--- config.mk ---
export PLATFORM = sky130hd
export DESIGN_NAME = module_init_sequencer
export DESIGN_NICKNAME = d
export VERILOG_FILES = /design/src/pkg/init_seq_pkg.sv /design/src/rtl/module_init_sequencer.sv
export SDC_FILE = /design/constraint.sdc
export NUM_CORES = 1
export LEC_CHECK = 0
export BUFFER_PORTS_ARGS = -buffer_cell sky130_fd_sc_hd__buf_2
export CAP_MARGIN = 20
export CORE_UTILIZATION = 50
export DETAILED_ROUTE_END_ITERATION = 12
export MAX_ROUTING_LAYER = met4
export PLACE_DENSITY = 0.79
export REMOVE_ABC_BUFFERS = 1
export SYNTH_ARGS = -nofsm -noshare
export SYNTH_HDL_FRONTEND = slang
export SYNTH_SLANG_ARGS = --single-unit
export TNS_END_PERCENT = 100
--- constraint.sdc ---
create_clock -name CLK -period 2.3 [get_ports CLK]
set_clock_uncertainty 0.2 [all_clocks]
set_input_delay 0.23 -clock CLK [delete_from_list [all_inputs] [get_ports CLK]]
set_output_delay 0.23 -clock CLK [all_outputs]
set_load 0.01 [all_outputs]
--- src/pkg/init_seq_pkg.sv ---
// Package for the module initialization sequencer.
// Assumes a single management clock and a synchronous active-high reset.
package init_seq_pkg;
    // ****************************************
    // Sizes and defaults
    // ****************************************
    localparam int NUM_PATHS = 8;
    localparam logic [7:0] DEINIT_DEFAULT = 8'h00;
    localparam logic [7:0] TXDIS_DEFAULT = 8'h00;
    localparam logic [7:0] SQUELCH_DEFAULT = 8'h00;
    localparam logic [7:0] CONFIG_DEFAULT = 8'h01; // Power-on default path configuration code.
    localparam logic SW_REQ_DEFAULT = 1'b0;
    localparam logic HW_ALLOW_DEFAULT = 1'b1;
    localparam logic [7:0] CONFIG_RESET = 8'h00;
    localparam int RAMP_TIME_US = 10;
    localparam int CLK_MHZ = 20;
    localparam int RAMP_CYCLES = RAMP_TIME_US * CLK_MHZ;
    localparam logic [11:0] RAMP_LAST = 12'(RAMP_CYCLES - 1);
    localparam logic [11:0] CNT_ZERO = 12'h000;
    localparam logic [2:0] INIT_LAST = 3'h3;
    localparam logic [2:0] INIT_ZERO = 3'h0;

    // ****************************************
    // States
    // ****************************************
    typedef enum logic [2:0] {
        mgmt_startup_state,
        module_reduced_power_state,
        module_power_ramp_state,
        module_operational_state
    } module_state_e;

    typedef enum logic [2:0] {
        datapath_off_state,
        datapath_starting_state,
        datapath_configured_state,
        datapath_tx_enabling_state,
        datapath_live_state
    } datapath_state_e;

    // Host-facing control bits travel together.
    typedef struct packed {
        logic sw_low_power_request;
        logic hw_low_power_request_allowed;
        logic [7:0] datapath_deinit_bits;
        logic [7:0] tx_output_disable;
        logic [7:0] tx_squelch_force;
    } host_ctrl_s;
endpackage : init_seq_pkg

--- src/rtl/module_init_sequencer.sv ---
// Power-up and data path initialization sequencer of a pluggable module.
// Assumes host pins are synchronous to CLK; control writes arrive as strobes.
// Flags clear on a one-cycle read pulse from the host; there is no register map here.
// Overview of operation
// - On reset load defaults: SW request 0, HW allowed 1, deinit 00h, tx controls 0.
// - At start-up copy default path config into active and staged set 0.
// - On entering reduced power set module state changed flag, then wait.
// - In reduced power, low-power signal false moves to power ramp.
// - Ramp completion enters operational state and sets module state changed flag.
// - Operational and deinit signal false: paths initialize from active set.
// - Initialized and deactivate signal false: paths go to tx turn-on, enable tx.
// - Each path entering active sets its state changed flag bit to 1.
// - Host reads all flags on interrupt; the read deasserts the interrupt.
// - Host clearing HW low-power allowed requests transition to high power.
// - With defaults, the low-power pin must be asserted to hold in reduced power.
`timescale 1ns/1ps
`default_nettype none
module module_init_sequencer
    import init_seq_pkg::*;
(
    input wire logic CLK,
    input wire logic SYS_RST,
    input wire logic LOW_POWER_REQUEST_PIN,
    input wire logic MODULE_SELECT_PIN,
    input wire logic CTRL_WRITE,
    input wire host_ctrl_s CTRL_DATA,
    input wire logic FLAG_READ,
    output logic INTERRUPT_N,
    output host_ctrl_s CTRL_STATE,
    output module_state_e MODULE_STATE,
    output datapath_state_e DATAPATH_STATE,
    output logic MODULE_STATE_CHANGED_FLAG,
    output logic [NUM_PATHS-1:0] DATAPATH_STATE_CHANGED_FLAG,
    output logic [NUM_PATHS-1:0] TX_ENABLE,
    output logic [7:0] ACTIVE_CONFIG,
    output logic [7:0] STAGED_CONFIG
);
    // ****************************************
    // Transition signals
    // ****************************************
    logic low_power_transition_signal;
    logic datapath_teardown_transition_signal;
    logic datapath_off_transition_signal;
    logic module_flag_set;
    logic [NUM_PATHS-1:0] path_flag_set;
    logic [11:0] ramp_count;
    logic [2:0] init_count;

    // These feed the state machines, and the low-power one also feeds the module flag set; none of them reaches a port directly.
    // Low power is held while software asks, or hardware asks and is allowed.
    // Clearing the allow bit makes the pin count for nothing, which is how software takes over.
    assign low_power_transition_signal = CTRL_STATE.sw_low_power_request |
        (CTRL_STATE.hw_low_power_request_allowed & LOW_POWER_REQUEST_PIN);
    // Any deinit bit holds every path down, since all paths move as one.
    assign datapath_teardown_transition_signal = low_power_transition_signal |
        (|CTRL_STATE.datapath_deinit_bits);
    // A disabled transmitter keeps paths short of turn-on without tearing them down.
    assign datapath_off_transition_signal = datapath_teardown_transition_signal |
        (|CTRL_STATE.tx_output_disable);

    // Host control bits; defaults load at reset, host writes replace them.
    always_ff @(posedge CLK) begin
        if (SYS_RST) begin
            // These defaults let the pin alone hold the module in reduced power.
            CTRL_STATE.sw_low_power_request <= SW_REQ_DEFAULT;
            CTRL_STATE.hw_low_power_request_allowed <= HW_ALLOW_DEFAULT;
            CTRL_STATE.datapath_deinit_bits <= DEINIT_DEFAULT;
            CTRL_STATE.tx_output_disable <= TXDIS_DEFAULT;
            CTRL_STATE.tx_squelch_force <= SQUELCH_DEFAULT;
        end else if (CTRL_WRITE) begin
            // The whole word is taken at once; there are no partial writes.
            CTRL_STATE <= CTRL_DATA;
        end
    end

    // ****************************************
    // Module state machine
    // ****************************************
    // Start-up lasts one cycle, enough to copy the default configuration.
    always_ff @(posedge CLK) begin
        if (SYS_RST) begin
            MODULE_STATE <= mgmt_startup_state;
            ramp_count <= CNT_ZERO;
            ACTIVE_CONFIG <= CONFIG_RESET;
            STAGED_CONFIG <= CONFIG_RESET;
        end else begin
            case (MODULE_STATE)
                mgmt_startup_state: begin
                    // Paths stay off here; their machine waits for the operational state.
                    ACTIVE_CONFIG <= CONFIG_DEFAULT;
                    STAGED_CONFIG <= CONFIG_DEFAULT;
                    MODULE_STATE <= module_reduced_power_state;
                end
                module_reduced_power_state: begin
                    // Wait for the host; the pin and control bits decide when to leave.
                    if (!low_power_transition_signal) begin
                        MODULE_STATE <= module_power_ramp_state;
                        ramp_count <= CNT_ZERO;
                    end
                end
                module_power_ramp_state: begin
                    // The ramp time models supply settling; it is a fixed wait.
                    if (ramp_count == RAMP_LAST) begin
                        MODULE_STATE <= module_operational_state;
                    end else begin
                        ramp_count <= ramp_count + 12'h001;
                    end
                end
                module_operational_state: begin
                    // A new low-power request drops back; the flag logic marks that entry.
                    if (low_power_transition_signal) begin
                        MODULE_STATE <= module_reduced_power_state;
                    end
                end
                default: begin
                    MODULE_STATE <= mgmt_startup_state;
                end
            endcase
        end
    end

    // ****************************************
    // Data path state machine
    // ****************************************
    // All paths move together; deinitialization is outside this block, so
    // leaving the operational state simply returns paths to off.
    always_ff @(posedge CLK) begin
        if (SYS_RST) begin
            DATAPATH_STATE <= datapath_off_state;
            init_count <= INIT_ZERO;
            TX_ENABLE <= '0;
        end else if (MODULE_STATE != module_operational_state) begin
            // Outside the operational state no path may carry traffic.
            DATAPATH_STATE <= datapath_off_state;
            TX_ENABLE <= '0;
        end else begin
            case (DATAPATH_STATE)
                datapath_off_state: begin
                    // Leave only once no deinit or low-power request remains.
                    if (!datapath_teardown_transition_signal) begin
                        DATAPATH_STATE <= datapath_starting_state;
                        init_count <= INIT_ZERO;
                    end
                end
                datapath_starting_state: begin
                    // Configure from ACTIVE_CONFIG over a short fixed interval.
                    // The active set is loaded at start-up, so only time passes here.
                    if (init_count == INIT_LAST) begin
                        DATAPATH_STATE <= datapath_configured_state;
                    end else begin
                        init_count <= init_count + 3'h1;
                    end
                end
                datapath_configured_state: begin
                    // Hold here while any transmitter is disabled.
                    if (!datapath_off_transition_signal) begin
                        DATAPATH_STATE <= datapath_tx_enabling_state;
                    end
                end
                datapath_tx_enabling_state: begin
                    // Squelched lanes stay quiet; every other transmit output turns on.
                    TX_ENABLE <= ~CTRL_STATE.tx_squelch_force;
                    DATAPATH_STATE <= datapath_live_state;
                end
                datapath_live_state: begin
                    // A disable or teardown request turns the transmitters off first.
                    if (datapath_off_transition_signal) begin
                        DATAPATH_STATE <= datapath_configured_state;
                        TX_ENABLE <= '0;
                    end
                end
                default: begin
                    DATAPATH_STATE <= datapath_off_state;
                end
            endcase
        end
    end

    // ****************************************
    // Flags and interrupt
    // ****************************************
    // Flag set events, taken on state entry.
    // Reduced power is entered from start-up or from the operational state.
    assign module_flag_set = (MODULE_STATE == mgmt_startup_state) ||
        ((MODULE_STATE == module_power_ramp_state) && (ramp_count == RAMP_LAST)) ||
        ((MODULE_STATE == module_operational_state) && low_power_transition_signal);

    // One set line per path; the paths share a state, so all rise together.
    generate
        for (genvar i = 0; i < NUM_PATHS; i++) begin : g_path
            assign path_flag_set[i] = (MODULE_STATE == module_operational_state) &&
                (DATAPATH_STATE == datapath_tx_enabling_state);
        end
    endgenerate

    // A read clears the flags, but a set in the same cycle wins so no event is lost.
    always_ff @(posedge CLK) begin
        if (SYS_RST) begin
            MODULE_STATE_CHANGED_FLAG <= 1'b0;
            DATAPATH_STATE_CHANGED_FLAG <= '0;
        end else begin
            MODULE_STATE_CHANGED_FLAG <= module_flag_set |
                (MODULE_STATE_CHANGED_FLAG & ~FLAG_READ);
            DATAPATH_STATE_CHANGED_FLAG <= path_flag_set |
                (DATAPATH_STATE_CHANGED_FLAG & {NUM_PATHS{~FLAG_READ}});
        end
    end

    // Interrupt follows the next flag values so it drops with the read.
    // Working from next values rather than the flag registers saves a cycle of lag.
    // The line is a level, not a pulse: it stays low until every flag is read.
    always_ff @(posedge CLK) begin
        if (SYS_RST) begin
            INTERRUPT_N <= 1'b1;
        end else begin
            INTERRUPT_N <= ~(module_flag_set | (|path_flag_set) |
                (~FLAG_READ & (MODULE_STATE_CHANGED_FLAG | (|DATAPATH_STATE_CHANGED_FLAG))));
        end
    end
endmodule : module_init_sequencer
`default_nettype wire

; ---- Yosys cells after proc, flatten, opt, wreduce, memory -nomap -nowiden
; Index checks and enable logic that the tools add are counted.
[word_totals]
ff_bits = 66
in_bits = 32
output_inout_bits = 66
word_cells = 87
[op_classes]
n_addsub = 2
n_eq_ne = 19
mux = 17
bitwise_logic = 16
n_reduce_logical = 19
[op_table]
columns = op, n
row1 = $mux W3, 9
row2 = $mux W12, 2
row3 = $pmux W12 S2, 1
row4 = $reduce_or A8 Y1, 3
row5 = $ne A2 B2 Y1 const B, 9
row6 = $pmux W8 S2, 1
row7 = $eq A3 B2 Y1 const B, 5
row8 = $pmux W3 S5, 1
row9 = $add A12 B1 Y12 const B, 1
row10 = $eq A12 B8 Y1 const B, 1
row11 = $pmux W3 S4, 1
row12 = $and A8 B8 Y8, 1
row13 = $mux W8, 1
row14 = $not A8 Y8, 1
row15 = $or A8 B8 Y8, 1
row16 = $reduce_and A4 Y1, 2
row17 = $or A1 B1 Y1, 7
row18 = $eq A3 B1 Y1 const B, 2
row19 = $logic_not A3 Y1, 2
row20 = $pmux W3 S2, 1
row21 = $reduce_and A3 Y1, 2
row22 = $reduce_bool A2 Y1, 3
row23 = $add A3 B1 Y3 const B, 1
row24 = $and A1 B1 Y1, 3
row25 = other kinds (7), 12

; ---- Logic depth before layout (Yosys ltp)
; Gate-level depths: netlist of run 1.
[depth]
depth_word = 7
mapped_depth = 7
mapped_depth_nobuf = 6

; ---- Worst setup path after synthesis of run 1
; Ideal clock, no wire load.
[synth_timing]
path_type = reg-to-reg
start = register init_count[0]
end = register init_count[1]
setup_time_ps = 71
arrival_ps = 1764
required_ps = 2029
path_slack_ps = 266
path_stages_with_launch = 7
synth_period_minus_slack_ps = 2034
cell_sequence = dfxtp_1 > ha_1 > ha_1 > a211oi_1 > nand2_1 > or4b_1 > a21oi_1
[synth_via]
elab_chain_len = 3
word_cells_on_any_way = 6
[synth_lines]
columns = item, line
row1 = start: declaration, module_init_sequencer.sv:47  ; logic [2:0] init_count;
row2 = start signal: assignment, module_init_sequencer.sv:151  ; init_count <= init_count + 3'h1;
row3 = $add A3 B1 Y3 or $eq A3 B2 Y1 (tied branches), "module_init_sequencer.sv:151, module_init_sequencer.sv:148"
row4 = $mux W3 or $ne A2 B2 Y1 (tied branches), --
row5 = $pmux W3 S2 or $reduce_and A4 Y1 (tied branches), --
; Parallel ways exist; a longest one is shown, timed or not. The select of a mux whose other input is x is not followed.
; A chain may end at the register's enable or synchronous reset.

; ---- Worst setup path in the final report of run 1
; Same ends and word-level chain as after synthesis.

==> results.py, run 1 <==
metrics = {
    "setup_path": {
        "regToRegSetupSlack_ns": 0.15,
        "path_delay_family": "simple AND/OR/NAND/NOR gates",
        "arrival_ns": 2.23,
        "slowest_stage": "or4b_1",
        "crit_top_cell": "ha_1",
        "slowest_delay_ns": 0.52,
        "crit_chain": "ha_1, ha_1, a211oi_2, nand2_1, or4b_1, a21oi_1",
        "crit_required_ns": 2.38,
        "critical_path_buf_inv_count": 0,
        "r2r-start": "init_count[0]$_SDFFE_PP0P_",
        "r2r_end": "init_count[1]$_SDFFE_PP0P_",
        "crit_type": "flop to flop",
        "crit_path_end_kind": "flop",
        "critical_path_peak_fanout": 6,
        "start_kind": "flop",
        "ff2ff_path_depth": 6,
    },
    "clock_network": {
        "post-cts-setup-buffer-count": 0,
        "cts_tree": "built",
        "clock_latency_ns": 0.34,
        "root_buffer": "clkbuf_8",
        "cts.clk_slew.worst_paths_ns": 0.07,
        "cts_max_level": 3,
        "cts_inserted_buffers": 9,
        "clk_path_buf_depth": 2,
        "clock-sinks": 65,
    },
    "synthesis": {
        "netlist_area_um2": 3020,
        "synth_top_area_share_pct": 43.1,
        "yosysSeqAreaShare_pct": 43.1,
        "synth-edff-count": 0,
        "synth-compound-area-share_pct": 15.5,
        "syn_area_per_cell_um2": 9.17,
        "synth.area.mux_share_pct": 9.66,
        "synthCells": 329,
        "synth_top_family_by_area": "simple AND/OR/NAND/NOR gates",
        "yosysMostFrequentCell": "dfxtp_1",
        "ys_ff_latch": 65,
        "synth_common_cells": "dfxtp_1, nor2_1, mux2i_1",
        "synth_cell_types": 52,
        "yosys.area_share.adder_pct": 2.90,
        "synth_simple_gate_area_share_pct": 20.7,
        "synth_xor_area_share_pct": 0,
        "yosysTopAreaCell": "dfxtp_1",
        "synth-main-ff-cell": "dfxtp_1",
        "async_reset_ff_share_pct": 0,
        "ys_top_cells_by_area": "dfxtp_1, mux2i_1, nor2_1",
        "yosysWarningCount": 0,
    },
    "floorplanning": {
        "die_h_um": 79.7,
        "initial_utilization_pct": 53.2,
        "ios": 98,
        "floorplan.die_area_um2": 6350,
        "coreArea_um2": 5680,
        "die_w_um": 79.7,
        "rows": 27,
    },
    "layout": {
        "area_growth_pct": 28.7,
        "n_antenna_cell": 0,
        "fill_cells": 440,
        "nets": 473,
        "fin_util_pct": 68.5,
        "drive_gt1_share_pct": 25.7,
    },
    "worst_hold_path": {
        "hold_end": "CTRL_STATE[21]$_SDFFE_PP0P_",
        "min_path_cells": 2,
        "hold_path.class": "input port to flop",
        "min_from": "SYS_RST",
    },
    "sta": {
        "setup_ws_ns": 0.146,
        "slew_headroom_pct": 47.9,
        "drv_slew": 0,
        "fmax_mhz": 464,
        "hold_viol_final": 0,
        "worst_slew_pin_slew_ns": 0.782,
        "rsz0062_at_grt": "no",
        "fin_crit_ns": 2.15,
        "tns_ns": 0,
        "post-route-period-util_pct": 93.7,
        "setup_viol": 0,
    },
    "grt": {
        "grt_usage_pct": 25.1,
        "grt_max_degree": 27,
        "grt_pass1_vias": 2570,
        "antenna_found_initial": 0,
        "grt_pass1_wl_mm": 11.9,
        "overflow": 0,
    },
    "route": {
        "firstDrtPassIters": 4,
        "viasPerCell": 5.47,
        "antenna_left": 0,
        "wire_per_inst_um": 14.0,
        "drt_iter0_drc": 131,
        "vias": 2793,
        "drc_errors": 0,
        "drt_wl_total_mm": 7.17,
    },
    "placed_design": {
        "post-dp-hpwl_mm": 4.69,
        "place.port_buffers": 81,
        "place_worst_setup_slack_ns": 0.0448,
        "place_congestion": 0.838,
    },
    "power_and_ir_drop": {
        "peakVddDrop_mv": 0.740,
        "p_leak_nw": 1.72,
        "powerDensity_nw_per_um2": 766,
    },
    "run": {
        "cap_viol_max_count": 0,
    },
    "outcome": {
        "status": "complete, no violations",
    },
}
## worst register-to-register path: cells and delay by family (launching register included)
| kind | cells | cell delay, ns |
|---|---|---|
| compound gates | 2 | 0.48 |
| simple gates | 2 | 0.69 |
| flops | 1 | 0.32 |
| fa+ha+maj | 2 | 0.41 |
## sequential cells by signal, indices dropped and copies added, names as in the netlist
signal	cells
init_count	3
STAGED_CONFIG	1
MODULE_STATE	2
DATAPATH_STATE	3
MODULE_STATE_CHANGED_FLAG	1
TX_ENABLE	8
DATAPATH_STATE_CHANGED_FLAG	8
ramp_count	12
CTRL_STATE	26
INTERRUPT_N	1
## stage by stage
step | area (µm²) | cells | hold slack, ns | total power, mW
6_report | 3880 | 511 | 0.0413 | 2.97
5_1_grt | 3880 | 511 | 0.0544 | 3.14
4_1_cts | 3870 | 511 | 0.0339 | 2.99
3_5_place_dp | 3390 | 469 | 0.268 | 1.89
3_3_place_gp | 3390 | 469 | 0.248 | 1.87
2_1_floorplan | 2850 | 310 | 0.0991 | 1.64
## placed cells by master (no fill, tap or decap), types with 3 or more instances in the layout
master         netlist  routed
nor2_1              46      46
or4_1                5       5
o211ai_1             4       4
mux2i_1             28      28
nor4_1               6       5
nor3_1               6       6
dlygate4sd3_1        0      26
inv_1                5       5
clkbuf_8             2      10
o311ai_0             3       3
a31oi_1              3       3
a2111oi_0            5       5
o31ai_1              3       3
nand3_1              8       8
buf_4               16       6
nand2b_1            11      11
buf_2                5      81
nand2_1             14      14
nand4_1              5       5
o21ai_0              9       9
ha_1                 7       7
and2_1               3       3
conb_1               1      15
dfxtp_1             65      65
a21oi_1             20      20
a211oi_1             5       4
## per-layer routing
metal  up-vias  share of wire, %  track usage, %
li1       1381                 -               -
met1      1291                44            28.8
met2       102                48            41.4
met3        19               5.7            7.66
met4         0               2.3            9.09
met5         -                 0               -
## kinds of logic after synthesis
family,count (synthesis)
AOI/OAI and AO/OA,68
adders and majority gates,7
buffers and inverters,39
DFF,65
muxes,29
other,1
and+or+nand+nor,120
## report_power, final
| part | internal [mW] | switching, mW | leakage [nW] | total (mW) |
|---|---|---|---|---|
| Sequential | 1.20 | 0.0605 | 0.530 | 1.26 |
| Clock | 0.638 | 0.431 | 0.113 | 1.07 |
| Combinational | 0.295 | 0.354 | 1.08 | 0.649 |
## cell type report
cell class | count | area (µm²) | share of cell area (%)
clock buffer | 11 | 141 | 3.64
sequential | 65 | 1300 | 33.5
clock inverter | 5 | 78.8 | 2.03
multi-input combinational | 239 | 1540 | 39.6
tap | 72 | 90.1 | 2.32
timing repair buffer | 113 | 711 | 18.3
inverter | 6 | 22.5 | 0.580
## how the worst max path moves through the flow
stage	depth (start not counted)	startpoint	end	slack, ns
global route	4	CTRL_STATE[16]$_SDFFE_PP0P_	TX_ENABLE[4]$_SDFFE_PP0P_	0.02
global placement	6	init_count[0]$_SDFFE_PP0P_	init_count[1]$_SDFFE_PP0P_	0.18
floorplan	6	init_count[0]$_SDFFE_PP0P_	init_count[1]$_SDFFE_PP0P_	0.27
detailed placement	6	init_count[0]$_SDFFE_PP0P_	init_count[1]$_SDFFE_PP0P_	0.04
finish	6	init_count[0]$_SDFFE_PP0P_	init_count[1]$_SDFFE_PP0P_	0.15
CTS	6	init_count[0]$_SDFFE_PP0P_	init_count[1]$_SDFFE_PP0P_	0.02
## repair_timing
item / 4_1_cts / 5_1_grt
hold endpoints to repair: 26 / 0
endpoints found under the setup margin: 0 / 4
gates resized for setup: 0 / 2
hold buffers: 26 / 0
(Power assumes the default switching activity.)
==> run 2: changes to the inputs <==
==> constraint.sdc (replaced) <==
create_clock -name CLK -period 2.3 [get_ports CLK]
set_clock_uncertainty 0.2 [all_clocks]
set_input_delay 0.46 -clock CLK [delete_from_list [all_inputs] [get_ports CLK]]
set_output_delay 0.46 -clock CLK [all_outputs]
set_load 0.01 [all_outputs]
==> run 2 against run 1 <==
Against the previous run:
- sequential power about the same
- hold slack better by 0.095 ns
- setup slack better by 0.0022 ns
- sequential share of layout area up 2.0 points
- clock-buffer cell count down 1
- register-to-register slack about the same
- largest power group unchanged
- via count down 3.5%
- first-iteration DRC count up 45%
- non-clock buffer count down 22
==> results.py, run 2 (synthesis results as in run 1) <==
metrics = {
    "outcome": {
        "status": "complete, no violations",
    },
    "layout": {
        "stdcell_count": 489,
        "top_register": "CTRL_STATE",
        "largest_register_ffs": 26,
        "nets": 451,
        "drive_gt1_share_pct": 28.1,
        "final_common_cell": "buf_2",
        "n_antenna_cell": 0,
        "area_growth_pct": 21.6,
        "fin_util_pct": 64.6,
        "layout_common_cells": "buf_2, dfxtp_1, nor2_1, mux2i_1, a21oi_1",
        "reg_top3": "CTRL_STATE x26, ramp_count x12",
    },
    "route": {
        "wire_per_inst_um": 13.6,
        "drt_wl_total_mm": 6.63,
        "drc_errors": 0,
        "viasPerCell": 5.51,
        "antenna_left": 0,
        "firstDrtPassIters": 4,
        "vias": 2695,
        "drt_iter0_drc": 190,
    },
    "sta": {
        "worst_slew_pin_slew_ns": 0.621,
        "setup_viol": 0,
        "rsz0062_at_grt": "no",
        "fin_crit_ns": 2.15,
        "tns_ns": 0,
        "drv_slew": 0,
        "setup_ws_ns": 0.148,
        "hold_viol_final": 0,
        "fmax_mhz": 465,
        "slew_headroom_pct": 58.6,
        "post-route-period-util_pct": 93.6,
    },
    "setup_path": {
        "slowest_stage": "or4b_1",
        "crit_path_end_kind": "flop",
        "crit_chain": "ha_1, ha_1, a211oi_2, nand2_1, or4b_1, a21oi_1",
        "crit_type": "flop to flop",
        "r2r-start": "init_count[0]$_SDFFE_PP0P_",
        "crit_top_cell": "ha_1",
        "arrival_ns": 2.24,
        "cp-startpoint": "init_count[0]$_SDFFE_PP0P_",
        "crit_required_ns": 2.39,
        "start_kind": "flop",
        "slowest_delay_ns": 0.53,
        "critical_path_peak_fanout": 6,
    },
    "clock_network": {
        "root_buffer": "clkbuf_8",
        "clock_latency_ns": 0.35,
        "cts_tree": "built",
        "clock-sinks": 65,
        "cts.clk_slew.worst_paths_ns": 0.07,
        "postCtsHoldBufs": 0,
        "cts_max_level": 3,
        "clk_path_buf_depth": 2,
        "cts_inserted_buffers": 9,
    },
    "worst_hold_path": {
        "hold_path.class": "input port to flop",
        "min_from": "CTRL_DATA[24]",
    },
    "floorplanning": {
        "coreArea_um2": 5680,
        "die_h_um": 79.7,
        "rows": 27,
        "ios": 98,
        "floorplan.die_area_um2": 6350,
        "die_w_um": 79.7,
        "initial_utilization_pct": 53.2,
    },
    "grt": {
        "grt_usage_pct": 22.6,
        "grt_max_degree": 17,
        "antenna_found_initial": 0,
        "overflow": 0,
        "grt_pass1_wl_mm": 10.8,
        "grt_pass1_vias": 2366,
    },
    "placed_design": {
        "place_congestion": 0.838,
        "placed_cells": 473,
        "place.port_buffers": 81,
        "post-dp-hpwl_mm": 4.60,
        "place_worst_setup_slack_ns": 0.107,
    },
    "run": {
        "cap_viol_max_count": 0,
    },
    "power_and_ir_drop": {
        "powerDensity_nw_per_um2": 811,
        "p_leak_nw": 1.64,
        "peakVddDrop_mv": 0.564,
    },
}
==> run 2: final timing paths <==
check	to	slack, ns	cells after the start
hold reg to reg	init_count[1]$_SDFFE_PP0P_	0.28	2
setup / recovery	init_count[1]$_SDFFE_PP0P_	0.15	6
setup reg to reg	init_count[1]$_SDFFE_PP0P_	0.15	6
hold / removal	CTRL_STATE[24]$_SDFFE_PP1P_	0.14	3
==> run 2: cell type report <==
cell class / count / area (µm²)
Fill cell: 487 / 2010
Clock buffer: 10 / 138
Multi-Input combinational cell: 239 / 1530
Inverter: 6 / 22.5
Timing Repair Buffer: 91 / 493
Sequential cell: 65 / 1300
Tap cell: 72 / 90.1
Clock inverter: 6 / 90.1
==> run 2: stage by stage <==
stage          hold WS [ns]  instance area (µm²)  power [mW]
6_report              0.136                 3670        2.98
2_1_floorplan         0.244                 2850        1.64
5_1_grt               0.122                 3670        3.13
3_3_place_gp          0.265                 3440        1.88
4_1_cts               0.122                 3660        3.00
3_5_place_dp          0.272                 3440        1.89
==> run 2: worst max-delay path: cells and delay by family (launching register included) <==
kind                       cells  cell delay, ns
and+or+nand+nor                2            0.69
AOI/OAI and AO/OA              2            0.46
adders and majority gates      2            0.42
DFF                            1            0.33
==> run 2: where the power goes <==
part | leakage, nW | total [mW] | internal (mW) | switching [mW]
combinational | 0.993 | 0.618 | 0.271 | 0.347
sequential | 0.530 | 1.26 | 1.20 | 0.0624
clock | 0.113 | 1.10 | 0.643 | 0.457
total | 1.64 | 2.98 | 2.11 | 0.866
==> run 2: layer usage <==
layer	up-vias	global-route usage, %	part of all wire [%]
li1	1331	-	-
met1	1262	26.6	45
met2	92	35.3	46
met3	10	7.77	6.5
met4	0	9.27	1.8
met5	-	-	0
==> run 2: what timing repair did <==
action / in CTS / in global routing
gates resized for setup: 0 / 1
buffers inserted: 0 / 0
endpoints found under the setup margin: 0 / 3
==> run 3: changes to the inputs <==
--- a/config.mk
+++ b/config.mk
@@ -7,11 +7,13 @@
 export LEC_CHECK = 0
 export BUFFER_PORTS_ARGS = -buffer_cell sky130_fd_sc_hd__buf_2
 export CAP_MARGIN = 20
+export CORE_ASPECT_RATIO = 1.5
 export CORE_UTILIZATION = 50
 export DETAILED_ROUTE_END_ITERATION = 12
 export MAX_ROUTING_LAYER = met4
 export PLACE_DENSITY = 0.79
 export REMOVE_ABC_BUFFERS = 1
+export SLEW_MARGIN = 20
 export SYNTH_ARGS = -nofsm -noshare
 export SYNTH_HDL_FRONTEND = slang
 export SYNTH_SLANG_ARGS = --single-unit
==> run 3 against run 2 <==
Against the previous run:
- hold slack better by 0.017 ns
- via count is 0.48% lower
- wire length shrank 0.29%
- clock-buffer cell count grew 3
- first-iteration DRC count down 42%
- die area rose by 0.10%
- critical endpoint unchanged
- highest routed layer unchanged
==> results.py, run 3 (synthesis results as in run 1) <==
metrics = {
    "route": {
        "drt_iter0_drc": 111,
        "dr.max_layer_used": "met4",
        "dr_wl_met3_um": 277,
        "drc_errors": 0,
        "viasPerCell": 5.48,
        "drt_wl_total_mm": 6.61,
        "antenna_left": 0,
        "wl_met2_mm": 3.51,
        "wire_per_inst_um": 13.5,
        "vias": 2682,
        "drt-met1-wl_mm": 2.67,
        "firstDrtPassIters": 4,
    },
    "floorplanning": {
        "die_h_um": 97.2,
        "ios": 98,
        "rows": 34,
        "floorplan.die_area_um2": 6360,
        "die_w_um": 65.4,
        "coreArea_um2": 5830,
        "initial_utilization_pct": 51.8,
    },
    "power_and_ir_drop": {
        "powerDensity_nw_per_um2": 779,
        "p_leak_nw": 1.62,
        "clkPwrFrac_pct": 34.1,
        "power.internal_mw": 2.02,
        "peakVddDrop_mv": 0.385,
        "seqPwrFrac_pct": 44.1,
        "netSwitchingFraction_pct": 28.7,
        "pwr-share-comb_pct": 21.7,
        "switching_power_mw": 0.815,
    },
    "setup_path": {
        "arrival_ns": 2.16,
        "crit_chain": "nor4_1, a31oi_1, or4b_1, a21oi_1",
        "crit_end": "init_count[1]$_SDFFE_PP0P_",
        "cp-startpoint": "CTRL_STATE[20]$_SDFFE_PP0P_",
        "ff2ff_path_depth": 4,
        "crit_type": "flop to flop",
        "regToRegSetupSlack_ns": 0.20,
        "r2r_end": "init_count[1]$_SDFFE_PP0P_",
        "start_kind": "flop",
        "slowest_stage": "or4b_1",
        "critical_path_peak_fanout": 6,
        "crit_required_ns": 2.36,
        "r2r-start": "CTRL_STATE[20]$_SDFFE_PP0P_",
        "slowest_delay_ns": 0.57,
        "crit_path_end_kind": "flop",
    },
    "grt": {
        "grt_usage_pct": 22.4,
        "overflow": 0,
        "grt_pass1_vias": 2481,
        "grt_pass1_wl_mm": 10.9,
        "grt_max_degree": 21,
        "antenna_found_initial": 0,
    },
    "sta": {
        "fin_crit_ns": 2.10,
        "hold_viol_final": 0,
        "slew_headroom_pct": 63.5,
        "fmax_mhz": 477,
        "rsz0062_at_grt": "no",
        "worst_slew_pin_slew_ns": 0.543,
        "holdWs_ns": 0.153,
        "tns_ns": 0,
        "drv_slew": 0,
        "post-route-period-util_pct": 91.1,
        "setup_viol": 0,
    },
    "run": {
        "cap_viol_max_count": 0,
    },
    "layout": {
        "largest_register_ffs": 26,
        "n_antenna_cell": 0,
        "stdcell_count": 489,
        "reg_top3": "CTRL_STATE x26, ramp_count x12",
        "fin_util_pct": 62.5,
        "final_common_cell": "buf_2",
        "fill_cells": 504,
        "layout_common_cells": "buf_2, dfxtp_1, nor2_1, mux2i_1, a21oi_1",
        "top_register": "CTRL_STATE",
        "area_growth_pct": 20.8,
        "drive_gt1_share_pct": 27.6,
        "finalInstanceArea_um2": 3640,
        "nets": 452,
    },
    "clock_network": {
        "post-cts-setup-buffer-count": 0,
        "cts_inserted_buffers": 9,
        "cts_max_level": 3,
        "clock_latency_ns": 0.33,
        "cts_tree": "built",
        "cts.clk_slew.worst_paths_ns": 0.07,
        "clock-sinks": 65,
        "clk_path_buf_depth": 2,
        "root_buffer": "clkbuf_8",
    },
    "outcome": {
        "status": "complete, no violations",
    },
    "placed_design": {
        "place_congestion": 0.908,
        "place.port_buffers": 81,
        "placed_area_um2": 3440,
        "post-dp-hpwl_mm": 4.88,
        "placed_cells": 474,
    },
    "worst_hold_path": {
        "min_path_cells": 3,
        "hold_path.class": "input port to flop",
    },
}
## run 3: power by group through the flow
stage,combinational [mW],clock [mW],sequential [mW]
CTS,0.620,0.989,1.25
detailed placement,0.618,0,1.28
global route,0.686,1.04,1.26
floorplan,0.335,0,1.30
global placement,0.602,0,1.27
finish,0.617,0.969,1.25
## run 3: layout make-up
cell class	instances	area, µm²	area share [%]
Timing Repair Buffer	92	500	13.7
Sequential cell	65	1300	35.7
Clock buffer	13	159	4.36
Inverter	6	22.5	0.618
Multi-Input combinational cell	239	1530	42.1
Clock inverter	2	37.5	1.03
Tap cell	72	90.1	2.47
## run 3: how the worst min path moves through the flow
stage | startpoint | to | slack [ns]
after detailed placement | CTRL_STATE[6]$_SDFFE_PP0P_ | TX_ENABLE[6]$_SDFFE_PP0P_ | 0.27
after floorplan | init_count[2]$_SDFFE_PP0P_ | init_count[2]$_SDFFE_PP0P_ | 0.24
final | CTRL_DATA[24] | CTRL_STATE[24]$_SDFFE_PP1P_ | 0.15
after global routing | CTRL_DATA[24] | CTRL_STATE[24]$_SDFFE_PP1P_ | 0.14
after global placement | CTRL_STATE[5]$_SDFFE_PP0P_ | TX_ENABLE[5]$_SDFFE_PP0P_ | 0.26
after CTS | CTRL_DATA[24] | CTRL_STATE[24]$_SDFFE_PP1P_ | 0.14
## run 3: through the flow
| stage | total power, mW | worst slack [ns] |
|---|---|---|
| after global routing | 2.99 | 0.0213 |
| after global placement | 1.88 | 0.176 |
| after floorplan | 1.64 | 0.266 |
| after detailed placement | 1.90 | 0.146 |
| final | 2.84 | 0.205 |
| after CTS | 2.86 | 0.120 |
## run 3: layer usage
metal | global-route usage [%] | up-vias
li1 | - | 1338
met1 | 23.3 | 1258
met2 | 39.2 | 73
met3 | 5.16 | 13
met4 | 9.87 | 0
met5 | - | -
## run 3: worst max-delay path, delay by kind of cell, from the launching register on
family	cells	cell delay, ns
flip-flops	1	0.33
AND/OR/NAND/NOR	2	1.09
AO/OA/AOI/OAI	2	0.42
## run 3: what timing repair did
action                                  CTS  global route
endpoints found under the setup margin    0             2
hold buffers                              0             0
resized for setup                         0             1
